File: src/lss_pkg.sv
package lss_pkg;

    // ==========================================================
    // widths and counts
    localparam int DATA_W = 32;
    localparam int ADDR_W = 12;
    localparam int SPD_W = 16;
    localparam int FUNC_W = 8;
    localparam int N_IN = 5;
    localparam int N_SPD = 7;
    localparam int IRQ_W = 4;

    // ==========================================================
    // register map (byte addresses)
    localparam logic [ADDR_W-1:0] OFS_CTRL = 12'h000;
    localparam logic [ADDR_W-1:0] OFS_STATUS = 12'h004;
    localparam logic [ADDR_W-1:0] OFS_FUNC0 = 12'h008;
    localparam logic [ADDR_W-1:0] OFS_SPD0 = 12'h020;
    localparam logic [ADDR_W-1:0] OFS_IRQ_STAT = 12'h040;
    localparam logic [ADDR_W-1:0] OFS_IRQ_MASK = 12'h044;
    localparam logic [ADDR_W-1:0] REG_STRIDE = 12'h004;

    // ==========================================================
    // control and status fields
    localparam int CTRL_PRIO_LSB = 0;
    localparam int CTRL_PRIO_W = 2;
    localparam int CTRL_RLD_BIT = 4;
    localparam int CTRL_FCLR_BIT = 8;
    localparam logic [CTRL_PRIO_W-1:0] PRIO_HIGH = 2'h1;
    localparam logic RLD_RST = 1'b1;
    localparam int ST_STATE_LSB = 0;
    localparam int ST_SEL_LSB = 4;
    localparam int ST_FAULT_BIT = 8;
    localparam int ST_LEVA_BIT = 9;
    localparam int ST_CMD_LSB = 16;

    // ==========================================================
    // input function codes
    localparam logic [FUNC_W-1:0] FN_NOMINAL = 8'h50;
    localparam logic [FUNC_W-1:0] FN_INTER = 8'h51;
    localparam logic [FUNC_W-1:0] FN_RELEV = 8'h52;
    localparam logic [FUNC_W-1:0] FN_LEVEL = 8'h53;
    localparam logic [FUNC_W-1:0] FN_INSP = 8'h54;
    localparam logic [FUNC_W-1:0] FN_NONE = 8'h00;
    localparam logic [N_IN-1:0][FUNC_W-1:0] FUNC_RST =
        {FN_NONE, FN_LEVEL, FN_INTER, FN_INSP, FN_NOMINAL};

    // ==========================================================
    // setpoints, 0.01 Hz per lsb; index order follows lss_sel_t
    typedef enum logic [2:0] {
        SEL_NOM = 3'h0,
        SEL_INT1 = 3'h1,
        SEL_INT2 = 3'h2,
        SEL_INT3 = 3'h3,
        SEL_RELEV = 3'h4,
        SEL_LEVEL = 3'h5,
        SEL_INSP = 3'h6,
        SEL_ZERO = 3'h7
    } lss_sel_t;
    localparam logic [SPD_W-1:0] SPD_NOM_RST = 16'h1388;
    localparam logic [SPD_W-1:0] SPD_LEVEL_RST = 16'h0190;
    localparam logic [SPD_W-1:0] SPD_OTHER_RST = 16'h0000;
    localparam logic [N_SPD-1:0][SPD_W-1:0] SPD_RST = {SPD_OTHER_RST, SPD_LEVEL_RST,
        SPD_OTHER_RST, SPD_OTHER_RST, SPD_OTHER_RST, SPD_OTHER_RST, SPD_NOM_RST};

    typedef enum logic [1:0] {
        ST_IDLE = 2'b00,
        ST_RUN = 2'b01,
        ST_LEVEL = 2'b11,
        ST_FAULT = 2'b10
    } lss_state_t;

    // interrupt event bits
    localparam int IRQ_FAULT = 0;
    localparam int IRQ_START = 1;
    localparam int IRQ_LEVEL = 2;
    localparam int IRQ_STOP = 3;

    typedef struct packed {
        logic nom;
        logic inter;
        logic relev;
        logic level;
        logic insp;
        logic lev_assigned;
    } lss_cmd_t;

endpackage

File: src/lss_fdec.sv
`timescale 1ns/10ps
module lss_fdec #(
    parameter int N = lss_pkg::N_IN
) (
    input wire logic [N-1:0] din, // digital input terminals
    input wire logic [N-1:0][lss_pkg::FUNC_W-1:0] func, // function code per terminal
    output lss_pkg::lss_cmd_t cmd // merged speed commands
);

    generate
        if (N < 1 || N > lss_pkg::DATA_W) begin : g_chk
            $error("lss_fdec: terminal count out of range");
        end
    endgenerate

    logic [N-1:0] hit_nom;
    logic [N-1:0] hit_int;
    logic [N-1:0] hit_rel;
    logic [N-1:0] hit_lev;
    logic [N-1:0] hit_insp;
    logic [N-1:0] asg_lev;

    // ==========================================================
    // per-terminal function match
    generate
        for (genvar i = 0; i < N; i++) begin : g_term
            assign hit_nom[i] = din[i] && (func[i] == lss_pkg::FN_NOMINAL);
            assign hit_int[i] = din[i] && (func[i] == lss_pkg::FN_INTER);
            assign hit_rel[i] = din[i] && (func[i] == lss_pkg::FN_RELEV);
            assign hit_lev[i] = din[i] && (func[i] == lss_pkg::FN_LEVEL);
            assign hit_insp[i] = din[i] && (func[i] == lss_pkg::FN_INSP);
            assign asg_lev[i] = (func[i] == lss_pkg::FN_LEVEL);
        end
    endgenerate

    // several terminals may share one code; any of them asserts it
    always_comb begin
        cmd.nom = |hit_nom;
        cmd.inter = |hit_int;
        cmd.relev = |hit_rel;
        cmd.level = |hit_lev;
        cmd.insp = |hit_insp;
        cmd.lev_assigned = |asg_lev;
    end

endmodule

File: src/lss_irq.sv
`timescale 1ns/10ps
module lss_irq #(
    parameter int W = lss_pkg::IRQ_W
) (
    input wire logic pclk, // clock
    input wire logic presetn, // async reset, active low
    input wire logic [W-1:0] evt, // one-cycle event pulses
    input wire logic [W-1:0] clr, // bits to clear, one-cycle
    input wire logic mask_we, // mask write strobe
    input wire logic [W-1:0] mask_wdata, // new mask
    output logic [W-1:0] stat, // sticky status
    output logic [W-1:0] mask, // mask register
    output logic irq // level interrupt
);

    generate
        if (W < 1 || W > lss_pkg::DATA_W) begin : g_chk
            $error("lss_irq: event width out of range");
        end
    endgenerate

    typedef struct packed {
        logic [W-1:0] stat;
        logic [W-1:0] mask;
        logic irq;
    } lss_irq_state_t;

    lss_irq_state_t q_r;
    lss_irq_state_t q_nxt;

    // a new event beats a clear in the same cycle
    always_comb begin
        q_nxt = q_r;
        q_nxt.stat = (q_r.stat & ~clr) | evt;
        if (mask_we) begin
            q_nxt.mask = mask_wdata;
        end
        q_nxt.irq = |(q_nxt.stat & q_nxt.mask);
    end

    always_ff @(posedge pclk or negedge presetn) begin
        if (!presetn) begin
            q_r <= '0;
        end else begin
            q_r <= q_nxt;
        end
    end

    assign stat = q_r.stat;
    assign mask = q_r.mask;
    assign irq = q_r.irq;

endmodule

File: src/lss_top.sv
`timescale 1ns/10ps
// Contract
// - priority select 1 gives six setpoints chosen by separate speed inputs
// - nominal alone picks nominal; intermediate alone picks intermediate one
// - releveling alone picks releveling; intermediate plus releveling picks three
// - intermediate two only via all three commands; three only via combination
// - leveling input assigned: leveling alone picks leveling; nothing gives zero
// - leveling command ignored while any travel command stays active
// - leveling assigned: travel withdrawn means decelerate to leveling speed
// - leveling assigned: stop when leveling or direction command goes away
// - no leveling input: travel withdrawn goes to leveling; direction loss stops
// - no leveling input and no speed input: leveling setpoint is reference
// - no leveling input, detection on, no input at start: reference-loss trip
// - detection bit: 0 off, 1 on, reset 1, used only here
// - inspection speed is never taken as a travel speed here
// - reset function codes 80, 84, 81, 83 on inputs one to four
module lss_top (
    input wire logic pclk, // clock, 250 MHz
    input wire logic presetn, // async reset, active low
    input wire logic [lss_pkg::ADDR_W-1:0] paddr, // apb address
    input wire logic psel, // apb select
    input wire logic penable, // apb enable
    input wire logic pwrite, // apb direction
    input wire logic [lss_pkg::DATA_W-1:0] pwdata, // apb write data
    output logic [lss_pkg::DATA_W-1:0] prdata, // apb read data
    output logic pready, // apb ready
    output logic pslverr, // apb error
    input wire logic [lss_pkg::N_IN-1:0] din, // digital input terminals
    input wire logic dir_up, // up direction command
    input wire logic dir_down, // down direction command
    output logic [lss_pkg::SPD_W-1:0] speed_ref, // speed reference
    output logic run, // drive running
    output logic ref_loss_fault, // reference-loss trip
    output logic irq // interrupt, active high
);

    localparam int AW = lss_pkg::ADDR_W;
    localparam int DW = lss_pkg::DATA_W;
    localparam int NI = lss_pkg::N_IN;
    localparam int NS = lss_pkg::N_SPD;
    localparam int SW = lss_pkg::SPD_W;
    localparam int IW = lss_pkg::IRQ_W;
    localparam int CW = $bits(lss_pkg::lss_cmd_t);

    // sel indexes the setpoint array directly, so every code below SEL_ZERO needs a slot
    generate
        if (NS != int'(lss_pkg::SEL_ZERO) || CW + lss_pkg::ST_CMD_LSB > DW) begin : g_chk
            $error("lss_top: setpoint count does not match the selector");
        end
    endgenerate

    // ==========================================================
    // state
    typedef struct packed {
        logic [lss_pkg::CTRL_PRIO_W-1:0] prio;
        logic rld;
        logic [NI-1:0][lss_pkg::FUNC_W-1:0] func;
        logic [NS-1:0][SW-1:0] spd;
        lss_pkg::lss_state_t st;
        lss_pkg::lss_sel_t sel;
        logic [SW-1:0] sref;
        logic run;
        logic fault;
        logic [DW-1:0] rdata;
        logic err;
    } lss_top_state_t;

    localparam lss_top_state_t TOP_RST = '{
        prio: lss_pkg::PRIO_HIGH,
        rld: lss_pkg::RLD_RST,
        func: lss_pkg::FUNC_RST,
        spd: lss_pkg::SPD_RST,
        st: lss_pkg::ST_IDLE,
        sel: lss_pkg::SEL_ZERO,
        sref: '0,
        run: 1'b0,
        fault: 1'b0,
        rdata: '0,
        err: 1'b0
    };

    lss_top_state_t q_r;
    lss_top_state_t q_nxt;

    lss_pkg::lss_cmd_t cmd;
    lss_pkg::lss_sel_t tsel;
    logic setup;
    logic access;
    logic wr;
    logic hit;
    logic [DW-1:0] rdv;
    logic dir;
    logic travel;
    logic active;
    logic fclr;
    logic [IW-1:0] evt;
    logic [IW-1:0] clr;
    logic mask_we;
    logic [IW-1:0] irq_stat;
    logic [IW-1:0] irq_mask;

    // ==========================================================
    // submodules
    lss_fdec #(
        .N(NI)
    ) u_fdec (
        .din(din),
        .func(q_r.func),
        .cmd(cmd)
    );

    lss_irq #(
        .W(IW)
    ) u_irq (
        .pclk(pclk),
        .presetn(presetn),
        .evt(evt),
        .clr(clr),
        .mask_we(mask_we),
        .mask_wdata(pwdata[IW-1:0]),
        .stat(irq_stat),
        .mask(irq_mask),
        .irq(irq)
    );

    // ==========================================================
    // apb decode
    assign setup = psel && !penable;
    assign access = psel && penable;
    assign wr = access && pwrite && !q_r.err;

    // read data is captured in the setup cycle so prdata is a flop
    always_comb begin
        rdv = '0;
        hit = 1'b1;
        if (paddr == lss_pkg::OFS_CTRL) begin
            rdv[lss_pkg::CTRL_PRIO_LSB +: lss_pkg::CTRL_PRIO_W] = q_r.prio;
            rdv[lss_pkg::CTRL_RLD_BIT] = q_r.rld;
        end else if (paddr == lss_pkg::OFS_STATUS) begin
            rdv[lss_pkg::ST_STATE_LSB +: 2] = q_r.st;
            rdv[lss_pkg::ST_SEL_LSB +: 3] = q_r.sel;
            rdv[lss_pkg::ST_FAULT_BIT] = q_r.fault;
            rdv[lss_pkg::ST_LEVA_BIT] = cmd.lev_assigned;
            rdv[lss_pkg::ST_CMD_LSB +: CW] = cmd;
        end else if (paddr == lss_pkg::OFS_IRQ_STAT) begin
            rdv[IW-1:0] = irq_stat;
        end else if (paddr == lss_pkg::OFS_IRQ_MASK) begin
            rdv[IW-1:0] = irq_mask;
        end else begin
            hit = 1'b0;
            for (int i = 0; i < NI; i++) begin
                if (paddr == lss_pkg::OFS_FUNC0 + AW'(i) * lss_pkg::REG_STRIDE) begin
                    rdv[lss_pkg::FUNC_W-1:0] = q_r.func[i];
                    hit = 1'b1;
                end
            end
            for (int i = 0; i < NS; i++) begin
                if (paddr == lss_pkg::OFS_SPD0 + AW'(i) * lss_pkg::REG_STRIDE) begin
                    rdv[SW-1:0] = q_r.spd[i];
                    hit = 1'b1;
                end
            end
        end
    end

    // only the bits the reader actually saw are cleared
    assign clr = (access && !pwrite && !q_r.err && paddr == lss_pkg::OFS_IRQ_STAT) ?
        q_r.rdata[IW-1:0] : '0;
    assign mask_we = wr && (paddr == lss_pkg::OFS_IRQ_MASK);
    assign fclr = wr && (paddr == lss_pkg::OFS_CTRL) && pwdata[lss_pkg::CTRL_FCLR_BIT];

    // ==========================================================
    // speed command decode
    assign dir = dir_up || dir_down;
    // inspection is left out of the travel set on purpose
    assign travel = cmd.nom || cmd.inter || cmd.relev;
    assign active = (q_r.prio == lss_pkg::PRIO_HIGH);

    always_comb begin
        case ({cmd.nom, cmd.inter, cmd.relev})
            3'b100: tsel = lss_pkg::SEL_NOM;
            3'b010: tsel = lss_pkg::SEL_INT1;
            3'b111: tsel = lss_pkg::SEL_INT2;
            3'b011: tsel = lss_pkg::SEL_INT3;
            3'b001: tsel = lss_pkg::SEL_RELEV;
            // undefined pairs fall back to the highest speed present
            3'b110: tsel = lss_pkg::SEL_NOM;
            3'b101: tsel = lss_pkg::SEL_NOM;
            default: tsel = lss_pkg::SEL_ZERO;
        endcase
    end

    // ==========================================================
    // sequencer and register writes
    always_comb begin
        q_nxt = q_r;
        evt = '0;
        if (setup) begin
            q_nxt.rdata = rdv;
            q_nxt.err = !hit;
        end
        if (wr) begin
            if (paddr == lss_pkg::OFS_CTRL) begin
                q_nxt.prio = pwdata[lss_pkg::CTRL_PRIO_LSB +: lss_pkg::CTRL_PRIO_W];
                q_nxt.rld = pwdata[lss_pkg::CTRL_RLD_BIT];
            end
            for (int i = 0; i < NI; i++) begin
                if (paddr == lss_pkg::OFS_FUNC0 + AW'(i) * lss_pkg::REG_STRIDE) begin
                    q_nxt.func[i] = pwdata[lss_pkg::FUNC_W-1:0];
                end
            end
            for (int i = 0; i < NS; i++) begin
                if (paddr == lss_pkg::OFS_SPD0 + AW'(i) * lss_pkg::REG_STRIDE) begin
                    q_nxt.spd[i] = pwdata[SW-1:0];
                end
            end
        end
        case (q_r.st)
            lss_pkg::ST_IDLE: begin
                if (active && dir) begin
                    if (!cmd.lev_assigned && q_r.rld && !travel) begin
                        q_nxt.st = lss_pkg::ST_FAULT;
                        evt[lss_pkg::IRQ_FAULT] = 1'b1;
                    end else if (travel) begin
                        q_nxt.st = lss_pkg::ST_RUN;
                        evt[lss_pkg::IRQ_START] = 1'b1;
                    end else if (!cmd.lev_assigned || cmd.level) begin
                        // detection is off here when no leveling input is assigned; leveling runs as travel speed
                        q_nxt.st = lss_pkg::ST_LEVEL;
                        evt[lss_pkg::IRQ_START] = 1'b1;
                    end
                end
            end
            lss_pkg::ST_RUN: begin
                if (!dir || !active) begin
                    q_nxt.st = lss_pkg::ST_IDLE;
                    evt[lss_pkg::IRQ_STOP] = 1'b1;
                end else if (!travel) begin
                    if (cmd.lev_assigned && !cmd.level) begin
                        q_nxt.st = lss_pkg::ST_IDLE;
                        evt[lss_pkg::IRQ_STOP] = 1'b1;
                    end else begin
                        q_nxt.st = lss_pkg::ST_LEVEL;
                        evt[lss_pkg::IRQ_LEVEL] = 1'b1;
                    end
                end
            end
            lss_pkg::ST_LEVEL: begin
                if (!dir || !active || (cmd.lev_assigned && !cmd.level)) begin
                    q_nxt.st = lss_pkg::ST_IDLE;
                    evt[lss_pkg::IRQ_STOP] = 1'b1;
                end else if (travel) begin
                    // a travel command outranks leveling
                    q_nxt.st = lss_pkg::ST_RUN;
                end
            end
            lss_pkg::ST_FAULT: begin
                if (fclr) begin
                    q_nxt.st = lss_pkg::ST_IDLE;
                end
            end
            default: begin
                q_nxt.st = lss_pkg::ST_IDLE;
            end
        endcase

        // reference follows the setpoint register live, even mid-run
        case (q_nxt.st)
            lss_pkg::ST_RUN: q_nxt.sel = tsel;
            lss_pkg::ST_LEVEL: q_nxt.sel = lss_pkg::SEL_LEVEL;
            default: q_nxt.sel = lss_pkg::SEL_ZERO;
        endcase
        if (q_nxt.sel == lss_pkg::SEL_ZERO) begin
            q_nxt.sref = '0;
        end else begin
            q_nxt.sref = q_r.spd[q_nxt.sel];
        end
        q_nxt.run = (q_nxt.st == lss_pkg::ST_RUN) || (q_nxt.st == lss_pkg::ST_LEVEL);
        q_nxt.fault = (q_nxt.st == lss_pkg::ST_FAULT);
    end

    always_ff @(posedge pclk or negedge presetn) begin
        if (!presetn) begin
            q_r <= TOP_RST;
        end else begin
            q_r <= q_nxt;
        end
    end

    // ==========================================================
    // outputs
    assign prdata = q_r.rdata;
    assign pready = access;
    assign pslverr = access && q_r.err;
    assign speed_ref = q_r.sref;
    assign run = q_r.run;
    assign ref_loss_fault = q_r.fault;

endmodule

File: config.mk
export PLATFORM = sky130hd
export DESIGN_NAME = lss_top
export DESIGN_NICKNAME = d
export VERILOG_FILES = /design/src/lss_pkg.sv /design/src/lss_fdec.sv /design/src/lss_irq.sv /design/src/lss_top.sv
export SDC_FILE = /design/constraint.sdc
export NUM_CORES = 1
export LEC_CHECK = 0
export BUFFER_PORTS_ARGS = -buffer_cell sky130_fd_sc_hd__buf_2
export CAP_MARGIN = 15
export CORE_ASPECT_RATIO = 0.6
export CORE_MARGIN = 2
export CORE_UTILIZATION = 64
export CTS_CLUSTER_DIAMETER = 40
export DETAILED_ROUTE_END_ITERATION = 10
export PLACE_DENSITY = 0.83
export SLEW_MARGIN = 20
export SYNTH_ARGS = -nofsm -noshare
export SYNTH_HDL_FRONTEND = slang
export SYNTH_SLANG_ARGS = --single-unit
File: constraint.sdc
create_clock -name pclk -period 4.7 [get_ports pclk]
set_input_delay 0.705 -clock pclk [delete_from_list [all_inputs] [get_ports pclk]]
set_output_delay 0.705 -clock pclk [all_outputs]
set_load 0.01 [all_outputs]
== After elaboration in Yosys (flattened, before gate mapping) ==
Cells that the tools add are included.
Cells by class
  $lt $le $gt $ge: 1
  eq/ne operators: 55
  multiplexer cells: 75
  bitwise gates (word level): 4
  reduce and logical (&&, ||, !) cells: 79
Operator list (count)
  $eq 8x7->1 const B: 25
  $mux 16: 9
  $eq 12x6->1 const B: 7
  $bmux 16 s3: 1
  $logic_and 1x1->1: 40
  $mux 8: 5
  $eq 12x5->1 const B: 3
  $mux 2: 18
  $reduce_or 5->1: 6
  $mux 1: 28
  $reduce_and 2->1: 13
  $eq 12x4->1 const B: 2
  $eq 12x7->1 const B: 2
  $mux 12: 2
  $mux 17: 1
  $mux 4: 4
  $eq 3x3->1 const B: 5
  $pmux 3 s5: 1
  $eq 12x3->1 const B: 1
  $logic_not 12->1: 1
  $mux 6: 2
  $logic_not 1->1: 9
  $and 4x4->4: 2
  $eq 2x2->1 const B: 4
  14 further kinds: 23
Storage, ports and cells
  register bits: 210
  input bits: 56
  output and inout port bits: 53
  word-level logic and storage cells: 238

== Logic depth before layout (Yosys ltp) ==
  depth in word-level cells: 18
  depth in mapped cells: 13
  mapped depth without buffers: 9

== Cells and area by module ==
A second synthesis with hierarchy kept.
Unflattened totals
  cell total of the unflattened synthesis: 1028
  area, all modules: 11468.5 um^2
By module, submodules not included
  lss_top: instances 1, cells an instance 936, area each 10661.5 um^2, sequential area each 5061.1 um^2
  lss_fdec: instances 1, cells an instance 66, area each 449.2 um^2, sequential area each 0.0 um^2
  lss_irq: instances 1, cells an instance 26, area each 357.8 um^2, sequential area each 225.2 um^2

== Least setup slack after synthesis ==
No wires, ideal clock.
  path kind: input -> register
  start point: input paddr[11] in the netlist's numbering
  end point: register u_irq.q_r, in the netlist u_irq.irq
  setup time: 126 ps
  data arrival time: 2952 ps
  data required time: 4574 ps
  slack: 1622 ps
  stages: 8
  buffers on the path: 1
  cells stage by stage: or4_1 -> buf_2 -> nor3_1 -> nand2_1 -> nor2_1 -> mux2_2 -> a22o_1 -> a221o_1
RTL lines
  from (decl): line lss_top.sv:20  | input wire logic [lss_pkg::ADDR_W-1:0] paddr,
  to (signal assigned): line lss_irq.sv:45  | q_r <= q_nxt;
  to (decl): line lss_irq.sv:28  | lss_irq_state_t q_r;

==> qor.csv <==
metric,value,unit
number of inserted diodes,0,
die area,0.0185,sq mm
TritonCTS buffer count,21,
most used standard cell by instance count after synthesis,dfrtp_1,
Final Core Density,71.5,%
Routed WL per cell,24.9,um
final setup skew,12.3,ps
"Primary FF master, synth",dfrtp_1,
Yosys top cell area share,41.5,%
critical path depth,9,
initial core utilization,65.2,%
Worst Reg2Reg Path Length in Cells,9,
crit path capture type,flop,
status,"complete, no violations",
"area leader, netlist",dfrtp_1,
RSZ-0062 raised after global routing,false,
largest net degree at the start of global routing,116,
Skew-Pair Late Insertion Delay,510,ps
crit-path max FO,22,
Iteration-0 DRC Markers,1193,
"EDFF count, synth",0,
PD cells,298,mW/mm^2
row cnt,37,
critical-path cell list,"nor3b_2, nand4_1, and4_1, o211a_1, o32ai_4, nand2_1, buf_12, mux2_2, a32o_1",
first-pass GRT wire length,49.6,mm
CTS max path bufs,3,
fmax,279,MHz
Netlist cell types,77,
WP data required,5070,ps
YS warnings,0,
detailed-placement wirelength estimate,22.0,mm
Final Hold Violating Endpoints,0,
cell area after synthesis,0.0111,sq mm
Max H-tree Level,1,
leak pwr,5.70,nW
die height,106,um
worst vdd ir,203,uV
cts repair resizes,0,
TritonCTS sink count,210,
Root Buffer,clkbuf_16,
Post-CTS Repair Setup Buffers,0,
core area,0.0171,sq mm
period utilisation layout,76.1,%
CTS Hold Bufs,0,
setup violators final,0,
DR vias/cell,6.89,
Worst-path clk slew,60,ps
CP Buf/Inv Count,1,
area delta synth->final,9.60,%
number of global-route vias before repair,8561,
fraction of layout cells with a size suffix above 1,36.4,%
share of async-settable or async-resettable flops after synthesis,100,%
Rel. slew slack,33.2,%
Ports,109,
drt first pass iters,6,
wire length after detailed routing,32.1,mm
largest stage delay on the critical path,540,ps
Die X,174,um
Area contributors post-synth,"dfrtp_1 42%, mux2_2 18%, dfstp_2 5.9%, buf_4 3.4%, nand2_1 3.0%",
Syn Area/Cell,11.1,sq um
kind of critical path,flop to flop,
Period minus WS final,3580,ps
cell family with most CP delay,simple AND/OR/NAND/NOR gates,
sequential fraction of the synthesis area,47.4,%
Critical Path Source Type,flop,
Post-route DRC,0,
Setup TNS,0,ps
vias,8879,
Worst R2R End,speed_ref[0]$_DFF_PN0_,
gr usage total,35.2,%
antenna violations before repair,1,
IO buf count,82,
Antenna Nets Post-Route,0,
Placer Congestion,0.961,
Worst Path Arrival,3950,ps
reg2reg start,q_r[172]$_DFFE_PN1P_,
"Slowest-stage cell, CP",dfstp_2,
Synth top cells by count,"185 x dfrtp_1, 178 x mux2_2, 88 x nand2_1",
Hold Crit Class,input port to asynchronous set/reset pin,
CTS tree,done,
#FFs+latches synth,210,
Slew @ Worst Pin,993,ps
nets,1097,
post-synthesis cell count,1001,
grt ovf,0,
"Slew Viols, Final",0,
max-cap viol count,0,
FF-to-FF setup slack,1120,ps
[cell families after synthesis]
| group | count (synthesis) | share of synthesized area [%] |
|---|---|---|
| simple gates | 289 | 14.5 |
| flops | 210 | 47.4 |
| mux | 181 | 18.3 |
| other cells | 1 | 0.0336 |
| compound gates | 205 | 13.8 |
| buf+inv | 115 | 6.00 |
[worst reg2reg max path: cells and delay by family, from the launching register on]
family                 cells  cell delay, ps
and+or+nand+nor            4            1380
AOI/OAI and AO/OA          3             920
DFF                        1             540
buffers and inverters      1             330
muxes                      1             280
[registers in the layout (all words and copies together) (netlist names)]
name / cells
prdata: 22
q_r: 161
run: 1
u_irq.stat: 4
u_irq.irq: 1
ref_loss_fault: 1
u_irq.mask: 4
speed_ref: 16
[final cells by class]
class / count / area, sq um
Clock buffer: 31 / 613
Clock inverter: 6 / 70.1
Fill cell: 1234 / 4870
Inverter: 9 / 33.8
Multi-Input combinational cell: 685 / 5230
Sequential cell: 210 / 5290
Tap cell: 234 / 293
Timing Repair Buffer: 114 / 684
[power breakdown]
part	internal [mW]	switching (mW)	total [mW]
clock	0.967	0.720	1.69
combinational	0.0323	0.107	0.139
sequential	1.81	0.00562	1.82
[cells in the final DEF (no fill, tap or decap), drive strengths merged, types with 12 or more instances in the layout]
| master | n |
|---|---|
| a22oi | 15 |
| nand4 | 16 |
| dfstp | 25 |
| mux2 | 178 |
| o21ai | 28 |
| clkbuf | 32 |
| a32o | 16 |
| a22o | 18 |
| nor2b | 12 |
| nor4 | 14 |
| a21oi | 40 |
| inv | 13 |
| buf | 113 |
| nand2 | 88 |
| nor2 | 50 |
| dfrtp | 185 |
| a222oi | 12 |
| nand3 | 37 |
[per-layer routing]
metal  vias up  wire (um)  GRT usage [%]
li1       3766          -              -
met1      4390      13600           51.5
met2       652      12800           46.8
met3        69       4920           15.6
met4         2        725           10.3
met5         -         13              0
[stage by stage]
| stage | setup WS (ps) | hold slack [ps] | cell area, sq um | cells | power, mW |
|---|---|---|---|---|---|
| 6_report | 1120 | 336 | 12200 | 1289 | 3.64 |
| 5_1_grt | 908 | 409 | 12200 | 1289 | 3.75 |
| 4_1_cts | 1190 | 372 | 12200 | 1289 | 3.65 |
| 3_5_place_dp | 1010 | 467 | 11500 | 1252 | 1.99 |
| 3_3_place_gp | 1030 | 457 | 11500 | 1252 | 1.99 |
| 2_1_floorplan | 1620 | 409 | 11200 | 1010 | 1.91 |
[how the worst max path moves through the flow]
stage / from / endpoint / slack (ps)
floorplan: paddr[11] / u_irq.irq$_DFF_PN0_ / 1620
global placement: paddr[11] / q_r[141]$_DFFE_PN0P_ / 1030
finish: q_r[172]$_DFFE_PN1P_ / speed_ref[0]$_DFF_PN0_ / 1120
global route: q_r[205]$_DFFE_PN0P_ / speed_ref[0]$_DFF_PN0_ / 910
detailed placement: paddr[11] / q_r[139]$_DFFE_PN0P_ / 1010
CTS: q_r[172]$_DFFE_PN1P_ / speed_ref[0]$_DFF_PN0_ / 1190
No activity file was read; power rests on OpenSTA's default activity.
